`config.mk`:
```
export PLATFORM = sky130hd
export DESIGN_NAME = e1_bert_bypass_sa_select
export DESIGN_NICKNAME = d
export VERILOG_FILES = /design/src/e1_bert_pkg.sv /design/src/pattern_engine.sv /design/src/e1_bert_bypass_sa_select.sv
export VERILOG_INCLUDE_DIRS = /design/src
export SDC_FILE = /design/constraint.sdc
export NUM_CORES = 1
export LEC_CHECK = 0
export BUFFER_PORTS_ARGS = -buffer_cell sky130_fd_sc_hd__buf_2
export CAP_MARGIN = 15
export CORE_ASPECT_RATIO = 1.5
export CORE_MARGIN = 2
export CORE_UTILIZATION = 57
export CTS_CLUSTER_DIAMETER = 50
export DETAILED_ROUTE_END_ITERATION = 6
export PLACE_DENSITY = 0.81
export RECOVER_POWER = 25
export SLEW_MARGIN = 20
export SYNTH_ARGS = -nofsm -noshare
export SYNTH_HDL_FRONTEND = slang
export SYNTH_SLANG_ARGS = --single-unit
```
`constraint.sdc`:
```
create_clock -name aclk -period 2.6 [get_ports aclk]
set_input_delay 0.52 -clock aclk [delete_from_list [all_inputs] [get_ports aclk]]
set_output_delay 0.52 -clock aclk [all_outputs]
set_load 0.05 [all_outputs]
```
`src/e1_bert_map.svh`:
```
// Register indices, field positions, reset values and counts for the pattern test block.
`ifndef E1_BERT_MAP_SVH
`define E1_BERT_MAP_SVH

// Register indices; the byte address is four times the index.
`define IDX_PATTERN_CTRL 10'h123
`define IDX_LOOP_CTRL 10'h124
`define IDX_TX_LOOP 10'h125
`define IDX_RX_LOOP_ACT 10'h126
`define IDX_RX_LOOP_DEACT 10'h127
`define IDX_DEFECT 10'h129
`define IDX_SA_SOURCE 10'h130
`define IDX_SA_HOLD_BASE 10'h133
`define IDX_SA_HOLD_LAST 10'h137

// Field positions in the pattern control and status register.
`define PT_KIND 7
`define PT_INJECT 6
`define PT_INVERT 5
`define PT_LOCK 4
`define PT_DETECT 3
`define PT_GEN 2
`define PT_RX_SKIP 1
`define PT_TX_SKIP 0

// Field positions in the defect and national bit source registers.
`define DEFECT_BIT 7
`define SA_SEL_LSB 3
`define SA_COUNT 5

// Reset values.
`define PT_RESET 8'h00
`define DEFECT_RESET 1'h1
`define SA_RESET 8'h00
`define LFSR_SEED 20'h00001

// Detector and generator counts.
`define LOCK_MATCHES 6'h20
`define LOSS_MISSES 3'h4
`define QRTS_ZERO_LIMIT 4'hE

// Bus response codes.
`define RESP_OKAY 2'h0
`define RESP_SLVERR 2'h2

`endif

```
`src/e1_bert_pkg.sv`:
```
// Types shared by the pattern test register block and its pattern engine.
package e1_bert_pkg;

    // One serial bit with its bit strobe.
    typedef struct packed {
        logic data;
        logic strobe;
    } serial_s;

    // Control bits of the pattern control and status register.
    typedef struct packed {
        logic kind;
        logic inject;
        logic invert;
        logic det_on;
        logic gen_on;
        logic rx_skip;
        logic tx_skip;
    } pattern_ctrl_s;

    // State of the pattern engine.
    typedef struct packed {
        logic [19:0] gen_lfsr;
        logic [3:0] gen_zeros;
        logic inj_pend;
        logic [19:0] det_lfsr;
        logic [3:0] det_zeros;
        logic [5:0] match_cnt;
        logic [2:0] miss_cnt;
        logic lock;
    } engine_s;

    // State of the register block.
    typedef struct packed {
        pattern_ctrl_s ctrl;
        logic inj_prev;
        logic defect_on;
        logic [4:0] sa_src;
        logic [4:0] sa_live;
        logic [4:0][7:0] sa_hold;
        logic [2:0] sa_frame;
        logic aw_have;
        logic [9:0] aw_idx;
        logic w_have;
        logic [7:0] w_data;
        logic w_lane;
        logic bvalid;
        logic [1:0] bresp;
        logic rvalid;
        logic [7:0] rdata;
        logic [1:0] rresp;
        serial_s tx_out;
        serial_s rx_out;
    } block_s;

endpackage : e1_bert_pkg

```
`src/pattern_engine.sv`:
```
// Test pattern generator and lock detector for the 15-stage and quasi-random patterns.
`include "e1_bert_map.svh"

module pattern_engine (
    input wire logic aclk,
    input wire logic aresetn,
    input wire logic kind,
    input wire logic invert,
    input wire logic gen_step,
    input wire logic inject_pulse,
    input wire logic det_on,
    input wire e1_bert_pkg::serial_s det_in,
    output logic gen_bit,
    output logic lock
);

    e1_bert_pkg::engine_s s_r;
    e1_bert_pkg::engine_s s_nxt;
    logic g_raw;
    logic g_out;
    logic d_raw;
    logic d_exp;
    logic d_bit;

    // Feedback taps: x^15+x^14+1, or x^20+x^17+1 for the quasi-random signal.
    assign g_raw = kind ? (s_r.gen_lfsr[19] ^ s_r.gen_lfsr[16]) :
        (s_r.gen_lfsr[14] ^ s_r.gen_lfsr[13]);
    assign d_raw = kind ? (s_r.det_lfsr[19] ^ s_r.det_lfsr[16]) :
        (s_r.det_lfsr[14] ^ s_r.det_lfsr[13]);
    // The quasi-random signal forces a one after a long run of zeros.
    assign g_out = g_raw | (kind & (s_r.gen_zeros >= `QRTS_ZERO_LIMIT));
    assign d_exp = d_raw | (kind & (s_r.det_zeros >= `QRTS_ZERO_LIMIT));
    assign d_bit = det_in.data ^ invert;
    // A pending error flips exactly one emitted bit.
    assign gen_bit = g_out ^ s_r.inj_pend ^ invert;
    assign lock = s_r.lock;

    // Next state of generator and detector.
    always_comb begin
        s_nxt = s_r;
        if (gen_step) begin
            s_nxt.gen_lfsr = {s_r.gen_lfsr[18:0], g_raw};
            s_nxt.gen_zeros = g_out ? 4'h0 :
                (s_r.gen_zeros == 4'hF ? s_r.gen_zeros : s_r.gen_zeros + 4'h1);
            s_nxt.inj_pend = 1'b0;
        end
        // A new error request wins over the clear by the step.
        if (inject_pulse) begin
            s_nxt.inj_pend = 1'b1;
        end
        if (!det_on) begin
            s_nxt.lock = 1'b0;
            s_nxt.match_cnt = 6'h00;
            s_nxt.miss_cnt = 3'h0;
        end else if (det_in.strobe) begin
            s_nxt.det_zeros = d_exp ? 4'h0 :
                (s_r.det_zeros == 4'hF ? s_r.det_zeros : s_r.det_zeros + 4'h1);
            if (!s_r.lock) begin
                // Hunting: load received bits and count clean predictions.
                s_nxt.det_lfsr = {s_r.det_lfsr[18:0], d_bit};
                if (d_bit == d_exp && (|s_r.det_lfsr)) begin
                    s_nxt.match_cnt = s_r.match_cnt + 6'h01;
                    if (s_nxt.match_cnt == `LOCK_MATCHES) begin
                        s_nxt.lock = 1'b1;
                        s_nxt.miss_cnt = 3'h0;
                    end
                end else begin
                    s_nxt.match_cnt = 6'h00;
                end
            end else begin
                // Locked: run free and drop lock after a burst of misses.
                s_nxt.det_lfsr = {s_r.det_lfsr[18:0], d_raw};
                if (d_bit != d_exp) begin
                    s_nxt.miss_cnt = s_r.miss_cnt + 3'h1;
                    if (s_nxt.miss_cnt == `LOSS_MISSES) begin
                        s_nxt.lock = 1'b0;
                        s_nxt.match_cnt = 6'h00;
                    end
                end else begin
                    s_nxt.miss_cnt = 3'h0;
                end
            end
        end
    end

    // State register with synchronous reset.
    always_ff @(posedge aclk) begin
        if (!aresetn) begin
            s_r <= '0;
            s_r.gen_lfsr <= `LFSR_SEED;
        end else begin
            s_r <= s_nxt;
        end
    end

endmodule : pattern_engine

```
`src/e1_bert_bypass_sa_select.sv`:
```
// Per-channel E1 pattern test, framer bypass and national bit source register block.
// Behaviour
// - A read-only lock bit reports the active detector's lock, per routing.
// - Lock reads 1 when synchronised, 0 otherwise, and resets to 0.
// - Switch off with detect on: line receive data is checked.
// - Switch on with detect on: transmit backplane data is checked.
// - Detect enable turns detection off at 0, on at 1; resets to 0.
// - Switch off with generator on: pattern goes toward the line.
// - Switch on with generator on: pattern replaces receive backplane data.
// - Receive bypass at 1 routes receive data around receive framing.
// - Transmit bypass at bit 0 skips transmit framing; resets to 0.
// - Sa8 comes from serial input at 0, holding register at 1.
// - Sa7 comes from serial input at 0, holding register at 1.
// - Sa6 comes from serial input at 0, holding register at 1.
// - Sa5 comes from serial input at 0, holding register at 1.
// - Sa4 comes from serial input at 0, holding register at 1.
// - Pattern kind picks x^15+x^14+1 at 0, quasi-random at 1.
// - A rising error control inverts one generated bit while generating.
// - Invert at 1 flips generated output and detector input data.
//
// The AXI4-Lite interface to the registers and the address map were decided locally.
`include "e1_bert_map.svh"

module e1_bert_bypass_sa_select (
    input wire logic aclk,
    input wire logic aresetn,
    input wire logic [11:0] s_axi_awaddr,
    input wire logic s_axi_awvalid,
    output logic s_axi_awready,
    input wire logic [31:0] s_axi_wdata,
    input wire logic [3:0] s_axi_wstrb,
    input wire logic s_axi_wvalid,
    output logic s_axi_wready,
    output logic [1:0] s_axi_bresp,
    output logic s_axi_bvalid,
    input wire logic s_axi_bready,
    input wire logic [11:0] s_axi_araddr,
    input wire logic s_axi_arvalid,
    output logic s_axi_arready,
    output logic [31:0] s_axi_rdata,
    output logic [1:0] s_axi_rresp,
    output logic s_axi_rvalid,
    input wire logic s_axi_rready,
    input wire logic bert_switch,
    input wire e1_bert_pkg::serial_s line_rx,
    input wire e1_bert_pkg::serial_s tx_serial_in,
    input wire logic tx_frame_start,
    input wire logic [4:0] tx_sa_slot,
    output e1_bert_pkg::serial_s tx_line,
    output e1_bert_pkg::serial_s rx_backplane,
    output logic tx_framing_skip,
    output logic rx_framing_skip,
    output logic defect_check_on
);

    e1_bert_pkg::block_s s_r;
    e1_bert_pkg::block_s s_nxt;
    e1_bert_pkg::serial_s det_in;
    logic gen_step;
    logic gen_bit;
    logic pattern_lock_flag;
    logic inject_pulse;
    logic [4:0] sa_pick;
    logic [9:0] ar_idx;
    logic [7:0] rd_byte;
    logic rd_hit;

    // The detector watches the side chosen by the routing switch.
    assign det_in = bert_switch ? tx_serial_in : line_rx;
    // The generator steps on the bit strobe of the side that it drives.
    assign gen_step = s_r.ctrl.gen_on &
        (bert_switch ? line_rx.strobe : tx_serial_in.strobe);
    // Only a 0 to 1 change while generating asks for an error.
    assign inject_pulse = s_r.ctrl.inject & ~s_r.inj_prev & s_r.ctrl.gen_on;

    pattern_engine u_pattern_engine (
        .aclk(aclk),
        .aresetn(aresetn),
        .kind(s_r.ctrl.kind),
        .invert(s_r.ctrl.invert),
        .gen_step(gen_step),
        .inject_pulse(inject_pulse),
        .det_on(s_r.ctrl.det_on),
        .det_in(det_in),
        .gen_bit(gen_bit),
        .lock(pattern_lock_flag)
    );

    // Holding register bit for each Sa position, picked by frame count.
    generate
        for (genvar i = 0; i < `SA_COUNT; i++) begin : g_sa
            assign sa_pick[i] = s_r.sa_hold[i][s_r.sa_frame];
        end
    endgenerate

    // Read data for the read index on the address bus, taken straight from s_axi_araddr.
    assign ar_idx = s_axi_araddr[11:2];
    always_comb begin
        rd_byte = 8'h00;
        rd_hit = 1'b1;
        case (ar_idx)
            `IDX_PATTERN_CTRL: begin
                rd_byte[`PT_KIND] = s_r.ctrl.kind;
                rd_byte[`PT_INJECT] = s_r.ctrl.inject;
                rd_byte[`PT_INVERT] = s_r.ctrl.invert;
                rd_byte[`PT_LOCK] = pattern_lock_flag;
                rd_byte[`PT_DETECT] = s_r.ctrl.det_on;
                rd_byte[`PT_GEN] = s_r.ctrl.gen_on;
                rd_byte[`PT_RX_SKIP] = s_r.ctrl.rx_skip;
                rd_byte[`PT_TX_SKIP] = s_r.ctrl.tx_skip;
            end
            `IDX_LOOP_CTRL, `IDX_TX_LOOP, `IDX_RX_LOOP_ACT, `IDX_RX_LOOP_DEACT: begin
                rd_byte = 8'h00;
            end
            `IDX_DEFECT: begin
                rd_byte[`DEFECT_BIT] = s_r.defect_on;
            end
            `IDX_SA_SOURCE: begin
                rd_byte[`SA_SEL_LSB +: `SA_COUNT] = s_r.sa_src;
            end
            default: begin
                if (ar_idx >= `IDX_SA_HOLD_BASE && ar_idx <= `IDX_SA_HOLD_LAST) begin
                    rd_byte = s_r.sa_hold[3'(ar_idx - `IDX_SA_HOLD_BASE)];
                end else begin
                    rd_hit = 1'b0;
                end
            end
        endcase
    end

    // Next state: bus slave, register writes and the two data paths.
    always_comb begin
        s_nxt = s_r;
        s_nxt.inj_prev = s_r.ctrl.inject;

        // Write address and data are taken independently.
        if (s_axi_awvalid && s_axi_awready) begin
            s_nxt.aw_have = 1'b1;
            s_nxt.aw_idx = s_axi_awaddr[11:2];
        end
        if (s_axi_wvalid && s_axi_wready) begin
            s_nxt.w_have = 1'b1;
            s_nxt.w_data = s_axi_wdata[7:0];
            s_nxt.w_lane = s_axi_wstrb[0];
        end

        // Both halves present: update the register and raise the response.
        if (s_r.aw_have && s_r.w_have && !s_r.bvalid) begin
            s_nxt.aw_have = 1'b0;
            s_nxt.w_have = 1'b0;
            s_nxt.bvalid = 1'b1;
            s_nxt.bresp = `RESP_OKAY;
            case (s_r.aw_idx)
                `IDX_PATTERN_CTRL: begin
                    if (s_r.w_lane) begin
                        s_nxt.ctrl.kind = s_r.w_data[`PT_KIND];
                        s_nxt.ctrl.inject = s_r.w_data[`PT_INJECT];
                        s_nxt.ctrl.invert = s_r.w_data[`PT_INVERT];
                        s_nxt.ctrl.det_on = s_r.w_data[`PT_DETECT];
                        s_nxt.ctrl.gen_on = s_r.w_data[`PT_GEN];
                        s_nxt.ctrl.rx_skip = s_r.w_data[`PT_RX_SKIP];
                        s_nxt.ctrl.tx_skip = s_r.w_data[`PT_TX_SKIP];
                    end
                end
                `IDX_LOOP_CTRL, `IDX_TX_LOOP, `IDX_RX_LOOP_ACT, `IDX_RX_LOOP_DEACT: begin
                    s_nxt.bresp = `RESP_OKAY;
                end
                `IDX_DEFECT: begin
                    if (s_r.w_lane) begin
                        s_nxt.defect_on = s_r.w_data[`DEFECT_BIT];
                    end
                end
                `IDX_SA_SOURCE: begin
                    if (s_r.w_lane) begin
                        s_nxt.sa_src = s_r.w_data[`SA_SEL_LSB +: `SA_COUNT];
                    end
                end
                default: begin
                    if (s_r.aw_idx >= `IDX_SA_HOLD_BASE && s_r.aw_idx <= `IDX_SA_HOLD_LAST) begin
                        if (s_r.w_lane) begin
                            s_nxt.sa_hold[3'(s_r.aw_idx - `IDX_SA_HOLD_BASE)] = s_r.w_data;
                        end
                    end else begin
                        s_nxt.bresp = `RESP_SLVERR;
                    end
                end
            endcase
        end else if (s_r.bvalid && s_axi_bready) begin
            s_nxt.bvalid = 1'b0;
        end

        // Reads answer on the edge after the address is taken.
        if (s_axi_arvalid && s_axi_arready) begin
            s_nxt.rvalid = 1'b1;
            s_nxt.rdata = rd_byte;
            s_nxt.rresp = rd_hit ? `RESP_OKAY : `RESP_SLVERR;
        end else if (s_r.rvalid && s_axi_rready) begin
            s_nxt.rvalid = 1'b0;
        end

        // Source selects are sampled only at a frame boundary.
        if (tx_frame_start) begin
            s_nxt.sa_live = s_r.sa_src;
            s_nxt.sa_frame = s_r.sa_frame + 3'h1;
        end

        // Transmit path toward the line.
        s_nxt.tx_out.strobe = tx_serial_in.strobe;
        s_nxt.tx_out.data = tx_serial_in.data;
        if (!s_r.ctrl.tx_skip) begin
            // With framing bypassed no national bit is overwritten.
            for (int i = 0; i < `SA_COUNT; i++) begin
                if (tx_sa_slot[i] && s_r.sa_live[i]) begin
                    s_nxt.tx_out.data = sa_pick[i];
                end
            end
        end
        if (!bert_switch && s_r.ctrl.gen_on) begin
            s_nxt.tx_out.data = gen_bit;
        end

        // Receive path toward the backplane.
        s_nxt.rx_out.strobe = line_rx.strobe;
        s_nxt.rx_out.data = line_rx.data;
        if (bert_switch && s_r.ctrl.gen_on) begin
            s_nxt.rx_out.data = gen_bit;
        end
    end

    // State register with synchronous reset.
    always_ff @(posedge aclk) begin
        if (!aresetn) begin
            s_r <= '0;
            s_r.ctrl <= e1_bert_pkg::pattern_ctrl_s'(7'(`PT_RESET));
            s_r.defect_on <= `DEFECT_RESET;
            s_r.sa_src <= 5'(`SA_RESET >> `SA_SEL_LSB);
        end else begin
            s_r <= s_nxt;
        end
    end

    // Bus handshakes and registered data outputs.
    assign s_axi_awready = ~s_r.aw_have & ~s_r.bvalid;
    assign s_axi_wready = ~s_r.w_have & ~s_r.bvalid;
    assign s_axi_bvalid = s_r.bvalid;
    assign s_axi_bresp = s_r.bresp;
    assign s_axi_arready = ~s_r.rvalid;
    assign s_axi_rvalid = s_r.rvalid;
    assign s_axi_rdata = {24'h000000, s_r.rdata};
    assign s_axi_rresp = s_r.rresp;
    assign tx_line = s_r.tx_out;
    assign rx_backplane = s_r.rx_out;
    assign tx_framing_skip = s_r.ctrl.tx_skip;
    assign rx_framing_skip = s_r.ctrl.rx_skip;
    assign defect_check_on = s_r.defect_on;

endmodule : e1_bert_bypass_sa_select

```
* Yosys cells after proc, flatten, opt, wreduce, memory -nomap -nowiden
Cells that the tools add are included.
** Word-level totals
- Flip-flop bits (word level) :: 160
- Word-level logic and storage cells :: 201
- Bits in writable memories :: 0
- Memories kept :: 0
- ROM bits :: 0
- Bits of input ports :: 78
- Latch bits :: 0
- Output and inout port bits :: 48
** Operators by class
- Bitwise logic cells :: 23
- Reductions and logical operators :: 42
- $mul :: 0
- Multiplexer cells :: 56
- Shift operators :: 0
- Order comparisons :: 10
- Div/mod/pow operators :: 0
- Add/sub/neg operators :: 7
- Equality and inequality tests :: 24
** Operators by type and width (count)
- 10-bit by 9-bit equality test with 1-bit output, second input constant :: 14
- 40-bit bitwise mux :: 1
- 1-bit 2-to-1 mux :: 27
- 8-bit binary-select mux with 3-bit select :: 1
- 8-bit demux with 3-bit select :: 1
- 4-bit 2-to-1 mux :: 6
- 8-bit 2-to-1 mux :: 3
- 10-bit by 9-bit greater-or-equal comparator with 1-bit output, second input constant :: 2
- 10-bit by 9-bit <= comparator with 1-bit output, second input constant :: 2
- 20-bit OR reduction :: 1
- 1-bit logical AND :: 18
- 6-bit 2-to-1 mux :: 3
- 3-bit AND reduction :: 6
- 1-bit binary-select mux with 3-bit select :: 5
- 7-bit OR reduction :: 2
- 3-bit by 4-bit < comparator with 1-bit output, second input constant :: 3
- 4-bit case mux with 3 select lines :: 1
- 10-bit 2-to-1 mux :: 1
- 2-bit nonzero test :: 5
- 4-bit by 1-bit adder with 4-bit output, second input constant :: 2
- 4-bit equality test, second input constant :: 2
- 4-bit greater-or-equal comparator, second input constant :: 2
- 2-bit 2-to-1 mux :: 4
- 1-bit AND :: 7
- other kinds (23) :: 43

* Depth between registers and ports, before layout
Gate-level depths: netlist of the first run.
- Word-level depth :: 9
- Gate-level depth with buffers :: 9
- Mapped depth without buffers :: 8

* By module
Synthesis of the first run repeated with hierarchy kept, for this count alone.
** Second synthesis, totals
- Cell total of the unflattened synthesis :: 859
- Area, all modules :: 7788.7 um^2
** Modules (own cells, without submodules)
- e1_bert_bypass_sa_select :: cells each 561, instances 1, area each 5108.6 um^2, sequential area each 1981.9 um^2
- pattern_engine :: cells each 298, instances 1, area each 2680.1 um^2, sequential area each 1181.1 um^2

* Worst setup path after synthesis of the first run
Ideal clock, no wire load.
- Path type :: in2reg
- Start :: in s_axi_araddr[2]
- End :: reg s_r, in the netlist s_axi_rdata[4]
- Setup slack :: 0.242 ns
- Arrival time :: 2.226 ns
- Cell stages on the path :: 9
- Library setup time :: 0.132 ns
- Data required time :: 2.468 ns
- Cell sequence :: buf_2 > inv_1 > ha_1 > buf_1 > mux4_2 > nand2_1 > nand2_1 > a222oi_1 > a21oi_1
** Between the ends
- Word-level cells in the longest chain between the ends :: 5
- Elaborated cells on any way between the ends :: 16
- Classes of those cells :: add/sub (1); order compare (2); eq/ne (7); mux (4); reduce/logical (2)
** Ends and longest elaborated chain
- from (decl) :: line e1_bert_bypass_sa_select.sv:37 : input wire logic [11:0] s_axi_araddr,
- 3-bit by 2-bit subtractor with 3-bit output (no source line)
- 8-bit binary-select mux with 3-bit select :: line e1_bert_bypass_sa_select.sv:123 : rd_byte = s_r.sa_hold[3'(ar_idx - `IDX_SA_HOLD_BASE)];
- 8-bit 2-to-1 mux :: line e1_bert_bypass_sa_select.sv:123
- 8-bit 2-to-1 mux :: line e1_bert_bypass_sa_select.sv:122 : if (ar_idx >= `IDX_SA_HOLD_BASE && ar_idx <= `IDX_SA_HOLD_LAST) begin
- 4-bit case mux with 3 select lines * :: line e1_bert_bypass_sa_select.sv:101 : case (ar_idx)
- to (signal assigned) :: line e1_bert_bypass_sa_select.sv:238 : s_r <= s_nxt;
- to (decl) :: line e1_bert_bypass_sa_select.sv:56 : e1_bert_pkg::block_s s_r;
Every way passes the cells marked *; elsewhere a longest branch is shown, timed or not. The select of a mux whose other input is x is not followed.
A chain may end at the register's enable or synchronous reset.

* Final worst setup path of the first run
- Start :: reg s_r[28] (netlist name)
- End :: reg s_r[48] (netlist name)
** Between the ends
- Word-level cells in the longest chain between the ends :: 6
- Elaborated cells on any way between the ends :: 20
- Classes of those cells :: add/sub (1); order compare (4); eq/ne (7); mux (3); bitwise (1); reduce/logical (4)
** Ends and longest elaborated chain
- 3-bit by 2-bit subtractor with 3-bit output (no source line)
- 3-bit by 4-bit < comparator with 1-bit output / 3-bit by 1-bit greater-or-equal comparator with 1-bit output (equally long branches) :: line e1_bert_bypass_sa_select.sv:181 : s_nxt.sa_hold[3'(s_r.aw_idx - `IDX_SA_HOLD_BASE)] = s_r.w_data;
- 1-bit logical AND :: line e1_bert_bypass_sa_select.sv:181
- 8-bit 2-to-1 mux :: line e1_bert_bypass_sa_select.sv:181
- 8-bit demux with 3-bit select :: line e1_bert_bypass_sa_select.sv:181
- 40-bit bitwise mux :: line e1_bert_bypass_sa_select.sv:181
Parallel ways exist; a longest one is shown, timed or not.

==> insert_results.sql, run 1 <==
INSERT INTO impl_metrics (metric_group, metric, value, unit) VALUES
('worst_setup_path', 'worst_ep_arrival_time', '2.68', 'ns'),
('power', 'leakage', '3.65', 'nW'),
('clock_network', 'tritoncts_buffers', '17', ''),
('floorplanning', 'die_area', '14200', 'sq um'),
('worst_setup_path', 'critical_path.reg2reg.startpoint', 's_r[28]', ''),
('clock_network', 'htreeDepth', '4', ''),
('sta', 'transition_time_at_the_pin_with_the_least_slew_margin', '1.26', 'ns'),
('sta', 'slew_headroom', '16.1', '%'),
('detailed_routing', 'drc', '0', ''),
('worst_setup_path', 'timing.critical_path.fanout_max', '8', ''),
('worst_setup_path', 'r2r_end', 's_r[48]', ''),
('clock_network', 'clock_tree.buffer_depth', '2', ''),
('power', 'switching_share', '25.9', '%'),
('sta', 'fin_clk_skew', '0.00704', 'ns'),
('worst_setup_path', 'depth_of_the_worst_register_to_register_path', '8', ''),
('power', 'internal_dissipation', '4.16', 'mW'),
('worst_setup_path', 'timing.critical_path.cells', 'inv_1, ha_1, o32ai_1, a221oi_1, o21ai_1, nand2_1, or4_4, mux2i_1', ''),
('final_layout', 'multi_input_area', '3920', 'sq um'),
('final_layout', 'fillCellCount', '1093', ''),
('final_layout', 'final_net_count', '1003', ''),
('global_routing', 'grt_remaining_overflow', '0', ''),
('power', 'clockPowerShare', '46.2', '%'),
('floorplanning', 'die_span_in_x', '98.1', 'um'),
('min_path', 'hold_path_class', 'input port to flip-flop', ''),
('floorplanning', 'ioPinCount', '126', ''),
('floorplanning', 'dieHeight', '145', 'um'),
('final_layout', 'layout-area-overhead-vs-synth', '11.3', '%'),
('synth', 'postSynth.topFlopCell', 'dfxtp_1', ''),
('placement', 'gp_routability_congestion', '0.880', ''),
('clock_network', 'cts_tree', 'built', ''),
('final_layout', 'post_route_cells_drive_above_1_share', '15.2', '%'),
('synth', 'post_synth_inst_count', '870', ''),
('synth', 'yosys.cell_types.count', '60', ''),
('min_path', 'min_from', 's_axi_rready', ''),
('placement', 'detailedPlacementHpwl', '11.9', 'mm'),
('sta', 'timing.final.crit_period', '2.38', 'ns'),
('min_path', 'min_to', 's_axi_rvalid', ''),
('placement', 'dp.cells', '1049', ''),
('detailed_routing', 'drt-total-wl', '17.4', 'mm'),
('detailed_routing', 'avgViaCountPerCell', '5.75', ''),
('placement', 'portBuffers', '68', ''),
('synth', 'synth_largest_area_cell', 'dfxtp_1', ''),
('min_path', 'hold-path-cell-count', '2', ''),
('power', 'power.combinational.fraction', '8.9', '%'),
('sta', 'final.setup.tns', '0', 'ns'),
('synth', 'synth-async-reset-ratio', '0', '%'),
('sta', 'drv_slew', '0', ''),
('synth', 'yosys_register_bits', '158', ''),
('final_layout', 'ant_diodes', '0', ''),
('status', 'result_of_the_run', 'complete, no violations', ''),
('detailed_routing', 'routed_wire_length_per_instance', '16.1', 'um'),
('synth', 'synth_top_area_share', '41.8', '%'),
('global_routing', 'grt_start_max_net_pins', '81', ''),
('worst_setup_path', 'end_kind', 'flip-flop', ''),
('sta', 'rsz0062_at_grt', 'false', ''),
('detailed_routing', 'total_vias_in_the_final_route', '6221', ''),
('detailed_routing', 'detail_route.first_pass.iterations', '5', ''),
('floorplanning', 'area_of_the_core_region', '13000', 'sq um'),
('clock_network', 'clock_latency', '0.42', 'ns'),
('clock_network', 'path_clk_slew', '0.06', 'ns'),
('global_routing', 'antenna_found_initial', '0', ''),
('worst_setup_path', 'cpMaxStageDelayCell', 'or4_4', ''),
('flow_run', 'maxCapViolations', '0', ''),
('worst_setup_path', 'type_of_the_worst_setup_path', 'flip-flop to flip-flop', ''),
('synth', 'post_synth.cell_area_avg', '8.70', 'sq um'),
('floorplanning', 'initial_utilization', '58.4', '%'),
('sta', 'fmaxAchievable', '420', 'MHz'),
('synth', 'ys_warn_count', '0', ''),
('sta', 'fin_crit_sh', '91.5', '%'),
('sta', 'hold-worst-slack', '0.283', 'ns'),
('floorplanning', 'core.rowCount', '51', '');
worst max-delay path: cells and delay by family (launching register included):
| kind | cells | cell delay, ns |
|---|---|---|
| compound gates | 3 | 0.59 |
| fa+ha+maj | 1 | 0.23 |
| buf+inv | 1 | 0.14 |
| flops | 1 | 0.47 |
| mux | 1 | 0.17 |
| simple gates | 2 | 0.66 |
state kept, by name (all words and copies together) (netlist names):
register and flops:
s_axi_bvalid 1, u_pattern_engine.lock 1, rx_backplane 2, tx_line 2
s_axi_rdata 8, defect_check_on 1, rx_framing_skip 1, tx_framing_skip 1
s_nxt 1, u_pattern_engine.s_r 58, s_axi_bresp 1, s_r 79
s_axi_rvalid 1, s_axi_rresp 1
layer usage:
layer | GRT usage [%] | share of wire, % | vias to the layer above
met5 | 0 | 0 | -
met1 | 26.6 | 38 | 2968
met2 | 44.3 | 54 | 189
li1 | - | - | 3027
met4 | 11.8 | 3.4 | 0
met3 | 4.82 | 4.6 | 37
timing repair:
action / in CTS / in global routing
endpoints found under the setup margin: 0 / 24
hold buffers: 0 / 0
resized for setup: 0 / 3
cell usage after synthesis, types with 6 or more instances:
| cell | n |
|---|---|
| and3_1 | 8 |
| dfxtp_1 | 158 |
| inv_1 | 16 |
| buf_4 | 42 |
| nand4_1 | 6 |
| ha_1 | 16 |
| a311oi_1 | 6 |
| mux2i_1 | 67 |
| mux4_2 | 16 |
| and2_1 | 8 |
| xor2_1 | 6 |
| nand3_1 | 21 |
| nand2_1 | 181 |
| a222oi_1 | 6 |
| xnor2_1 | 8 |
| clkbuf_1 | 32 |
| a22oi_1 | 6 |
| mux2_2 | 6 |
| o21ai_0 | 15 |
| nor2_1 | 84 |
| a21oi_1 | 75 |
cell families (layout without fill, tap and decap cells):
family                   count (synthesis)  after routing  share of synthesized area [%]
AND/OR/NAND/NOR                        342            342                           19.4
flip-flops                             158            158                           41.8
AO/OA/AOI/OAI                          143            143                           11.8
buffers and inverters                  106            133                           7.82
multiplexers                            90             90                           14.8
adder cells (fa/ha/maj)                 16             16                           2.65
XOR/XNOR                                14             14                           1.62
other                                    1             26                         0.0496
cells in the final DEF, fill, tap and decap left out, drive strengths merged, types with 8 or more instances in the layout:
master | synthesis | final
nand2 | 181 | 181
xnor2 | 8 | 8
dfxtp | 158 | 158
o21ai | 17 | 17
clkbuf | 33 | 26
inv | 17 | 22
and2 | 9 | 9
mux2i | 68 | 68
nor2 | 84 | 84
mux4 | 16 | 16
and3 | 8 | 8
nand3 | 21 | 21
buf | 55 | 75
conb | 1 | 26
ha | 16 | 16
a21oi | 76 | 76
how the worst max path moves through the flow:
stage / start / endpoint / slack (ns) / depth (start not counted)
floorplan: s_axi_araddr[2] / s_axi_rdata[4] / 0.24 / 9
global placement: s_r[28] / s_r[46] / 0.21 / 8
detailed placement: s_r[28] / s_r[49] / 0.14 / 8
CTS: s_r[28] / s_r[48] / 0.07 / 8
global route: s_r[28] / s_r[57] / 0.04 / 9
finish: s_r[28] / s_r[48] / 0.22 / 8
power by group through the flow:
stage          Clock [mW]  Sequential, mW  Combinational, mW
6_report             2.60            2.52              0.497
5_1_grt              2.72            2.53              0.536
4_1_cts              2.62            2.52              0.500
3_5_place_dp            0            2.57              0.497
3_3_place_gp            0            2.57              0.489
2_1_floorplan           0            2.55              0.433
per-stage QoR:
step / setup slack, ns / cell area (sq um) / power [mW] / utilization, %
4_1_cts: 0.0744 / 8430 / 5.64 / 65.1
3_5_place_dp: 0.141 / 7810 / 3.07 / 60.3
5_1_grt: 0.0380 / 8420 / 5.79 / 65.0
3_3_place_gp: 0.208 / 7810 / 3.06 / 60.3
2_1_floorplan: 0.242 / 7660 / 2.98 / -
6_report: 0.221 / 8420 / 5.61 / 65.0
area by class of cell:
class,count,share of cell area [%]
clock inverters,14,2.14
repair buffers,83,5.34
well taps,159,2.36
multi-input cells,631,46.6
flip-flops and latches,158,37.6
inverters,18,0.817
clock buffers,18,5.22
Power figures use the tool's default switching activity.
==> inputs of run 2 (changes only) <==
--- a/config.mk
+++ b/config.mk
@@ -10,10 +10,10 @@
 export CAP_MARGIN = 15
 export CORE_ASPECT_RATIO = 1.5
 export CORE_MARGIN = 2
-export CORE_UTILIZATION = 57
+export CORE_UTILIZATION = 54
 export CTS_CLUSTER_DIAMETER = 50
 export DETAILED_ROUTE_END_ITERATION = 6
-export PLACE_DENSITY = 0.81
+export PLACE_DENSITY = 0.77
 export RECOVER_POWER = 25
 export SLEW_MARGIN = 20
 export SYNTH_ARGS = -nofsm -noshare
==> run 2 against run 1 <==
  * Worst hold slack better by 0.0050 ns
  * Final area is 0.25% higher
  * Global-route usage fell by 1.8 points
  * Critical path type unchanged
  * Highest routed layer unchanged
  * Sequential power about the same
  * Sequential share of layout area decreased by 0.095 points
  * Register-to-register slack got worse by 0.08 ns
  * Count of clock-buffer cells in the layout rose by 1
  * Largest power group unchanged
==> insert_results.sql, run 2 (synthesis results as in run 1) <==
INSERT INTO impl_metrics (metric_group, metric, value, unit) VALUES
('worst_setup_path', 'type_of_the_worst_setup_path', 'flip-flop to flip-flop', ''),
('sta', 'final_hold_viol_count', '0', ''),
('min_path', 'hold_path_class', 'input port to flip-flop', ''),
('worst_setup_path', 'required', '2.88', 'ns'),
('clock_network', 'tritoncts_buffers', '17', ''),
('power', 'leakage', '3.66', 'nW'),
('final_layout', 'final_net_count', '1008', ''),
('clock_network', 'numClockSinks', '158', ''),
('global_routing', 'antenna_found_initial', '0', ''),
('worst_setup_path', 'worst_ep_arrival_time', '2.74', 'ns'),
('sta', 'slew_headroom', '21.8', '%'),
('sta', 'transition_time_at_the_pin_with_the_least_slew_margin', '1.17', 'ns'),
('clock_network', 'path_clk_slew', '0.06', 'ns'),
('sta', 'final.setup.tns', '0', 'ns'),
('clock_network', 'clock_root_buffer', 'clkbuf_16', ''),
('detailed_routing', 'drtAntennaViolNets', '0', ''),
('sta', 'drv_slew', '0', ''),
('floorplanning', 'die_span_in_x', '101', 'um'),
('floorplanning', 'core.rowCount', '53', ''),
('detailed_routing', 'drt-total-wl', '16.6', 'mm'),
('final_layout', 'largest-register', 's_r', ''),
('worst_setup_path', 'end_kind', 'flip-flop', ''),
('clock_network', 'clock_tree.buffer_depth', '2', ''),
('clock_network', 'cts_hold_repair.buffers', '0', ''),
('worst_setup_path', 'sort_of_element_at_the_start_of_the_critical_path', 'flip-flop', ''),
('clock_network', 'post_cts_buffers', '0', ''),
('clock_network', 'cts_tree', 'built', ''),
('global_routing', 'vias_in_the_first_global_route', '5706', ''),
('status', 'result_of_the_run', 'complete, no violations', ''),
('floorplanning', 'initial_utilization', '54.6', '%'),
('detailed_routing', 'routed_wire_length_per_instance', '15.2', 'um'),
('placement', 'gp_routability_congestion', '0.828', ''),
('worst_setup_path', 'timing.critical_path.fanout_max', '8', ''),
('sta', 'rsz0062_at_grt', 'false', ''),
('final_layout', 'largest_register_ff_count', '79', ''),
('final_layout', 'ant_diodes', '0', ''),
('final_layout', 'post_route_cells_drive_above_1_share', '14.5', '%'),
('detailed_routing', 'drt_first_iter_violations', '314', ''),
('final_layout', 'mostFrequentLayoutCell', 'nand2_1', ''),
('floorplanning', 'area_of_the_core_region', '13900', 'sq um'),
('floorplanning', 'die_area', '15000', 'sq um'),
('global_routing', 'grt_usage', '22.5', '%'),
('final_layout', 'fillCellCount', '1195', ''),
('placement', 'portBuffers', '68', ''),
('power', 'cellPowerDensity', '668', 'nW/um^2'),
('sta', 'fin_crit_sh', '94.6', '%'),
('floorplanning', 'dieHeight', '149', 'um'),
('detailed_routing', 'detail_route.first_pass.iterations', '5', ''),
('sta', 'fin_clk_skew', '0.0122', 'ns'),
('global_routing', 'grt_start_max_net_pins', '55', ''),
('placement', 'detailedPlacementHpwl', '11.7', 'mm'),
('clock_network', 'clock_latency', '0.42', 'ns'),
('clock_network', 'cts_repair_resize_count', '0', ''),
('detailed_routing', 'avgViaCountPerCell', '5.63', ''),
('global_routing', 'global_route_wire_length_before_repair', '26.9', 'mm'),
('power', 'ir_drop', '0.356', 'mV'),
('sta', 'timing.final.crit_period', '2.46', 'ns'),
('global_routing', 'grt_remaining_overflow', '0', ''),
('flow_run', 'maxCapViolations', '0', ''),
('floorplanning', 'ioPinCount', '126', ''),
('placement', 'dpl_cell_area', '7860', 'sq um'),
('sta', 'setup_violations', '0', ''),
('final_layout', 'final_area', '8440', 'sq um'),
('detailed_routing', 'drc', '0', ''),
('final_layout', 'layout-area-overhead-vs-synth', '11.5', '%'),
('clock_network', 'htreeDepth', '4', ''),
('final_layout', 'layout.cells.most_common_list', 'nand2_1 (181), dfxtp_1 (158), nor2_1 (84)', ''),
('sta', 'fmaxAchievable', '407', 'MHz'),
('detailed_routing', 'total_vias_in_the_final_route', '6144', '');
-- run 2: per-stage QoR --
stage	std cells	worst slack (ns)	utilization [%]	power [mW]	hold WS (ns)
global route	1091	0.0000708	60.9	5.81	0.292
global placement	1060	0.201	56.7	3.06	0.437
finish	1091	0.141	60.9	5.64	0.288
floorplan	895	0.242	-	2.98	0.432
CTS	1091	0.132	61.2	5.68	0.279
detailed placement	1060	0.178	56.7	3.07	0.445
-- run 2: worst paths after layout --
path / from / end / slack (ns) / depth (start not counted)
setup / recovery: s_r[28] / s_r[44] / 0.14 / 8
hold / removal: s_axi_rready / s_axi_rvalid / 0.29 / 2
setup reg to reg: s_r[28] / s_r[44] / 0.14 / 8
hold reg to reg: u_pattern_engine.s_r[43] / u_pattern_engine.s_r[44] / 0.45 / 2
-- run 2: metal layers --
layer / track usage [%] / share of wire, % / vias to the layer above / routed length (um)
met3: 3.28 / 2.9 / 47 / 481
met4: 13.2 / 4.1 / 0 / 678
li1: - / - / 3044 / -
met5: 0 / 0 / - / 0
met2: 39.9 / 53 / 159 / 8800
met1: 25.3 / 40 / 2894 / 6620
-- run 2: final cells by class --
type	count	area, sq um	area share, %
multi-input combinational	631	3910	46.3
sequential	158	3160	37.5
timing repair buffer	88	469	5.56
clock buffer	19	443	5.25
tap	165	206	2.45
clock inverter	12	185	2.19
inverter	18	67.6	0.801
-- run 2: critical path, stage by stage (launching register included) --
cell,delay (ns)
dfxtp_1,0.45
inv_1,0.12
ha_1,0.22
o32ai_1,0.29
a221oi_1,0.12
o21ai_1,0.17
nand2_1,0.09
or4_1,0.67
mux2i_1,0.20
-- run 2: power breakdown --
part	leakage (nW)	internal (mW)	total, mW	switching (mW)
combinational	2.07	0.140	0.487	0.347
sequential	1.28	2.46	2.52	0.0577
clock	0.304	1.64	2.63	0.994
total	3.66	4.24	5.64	1.40
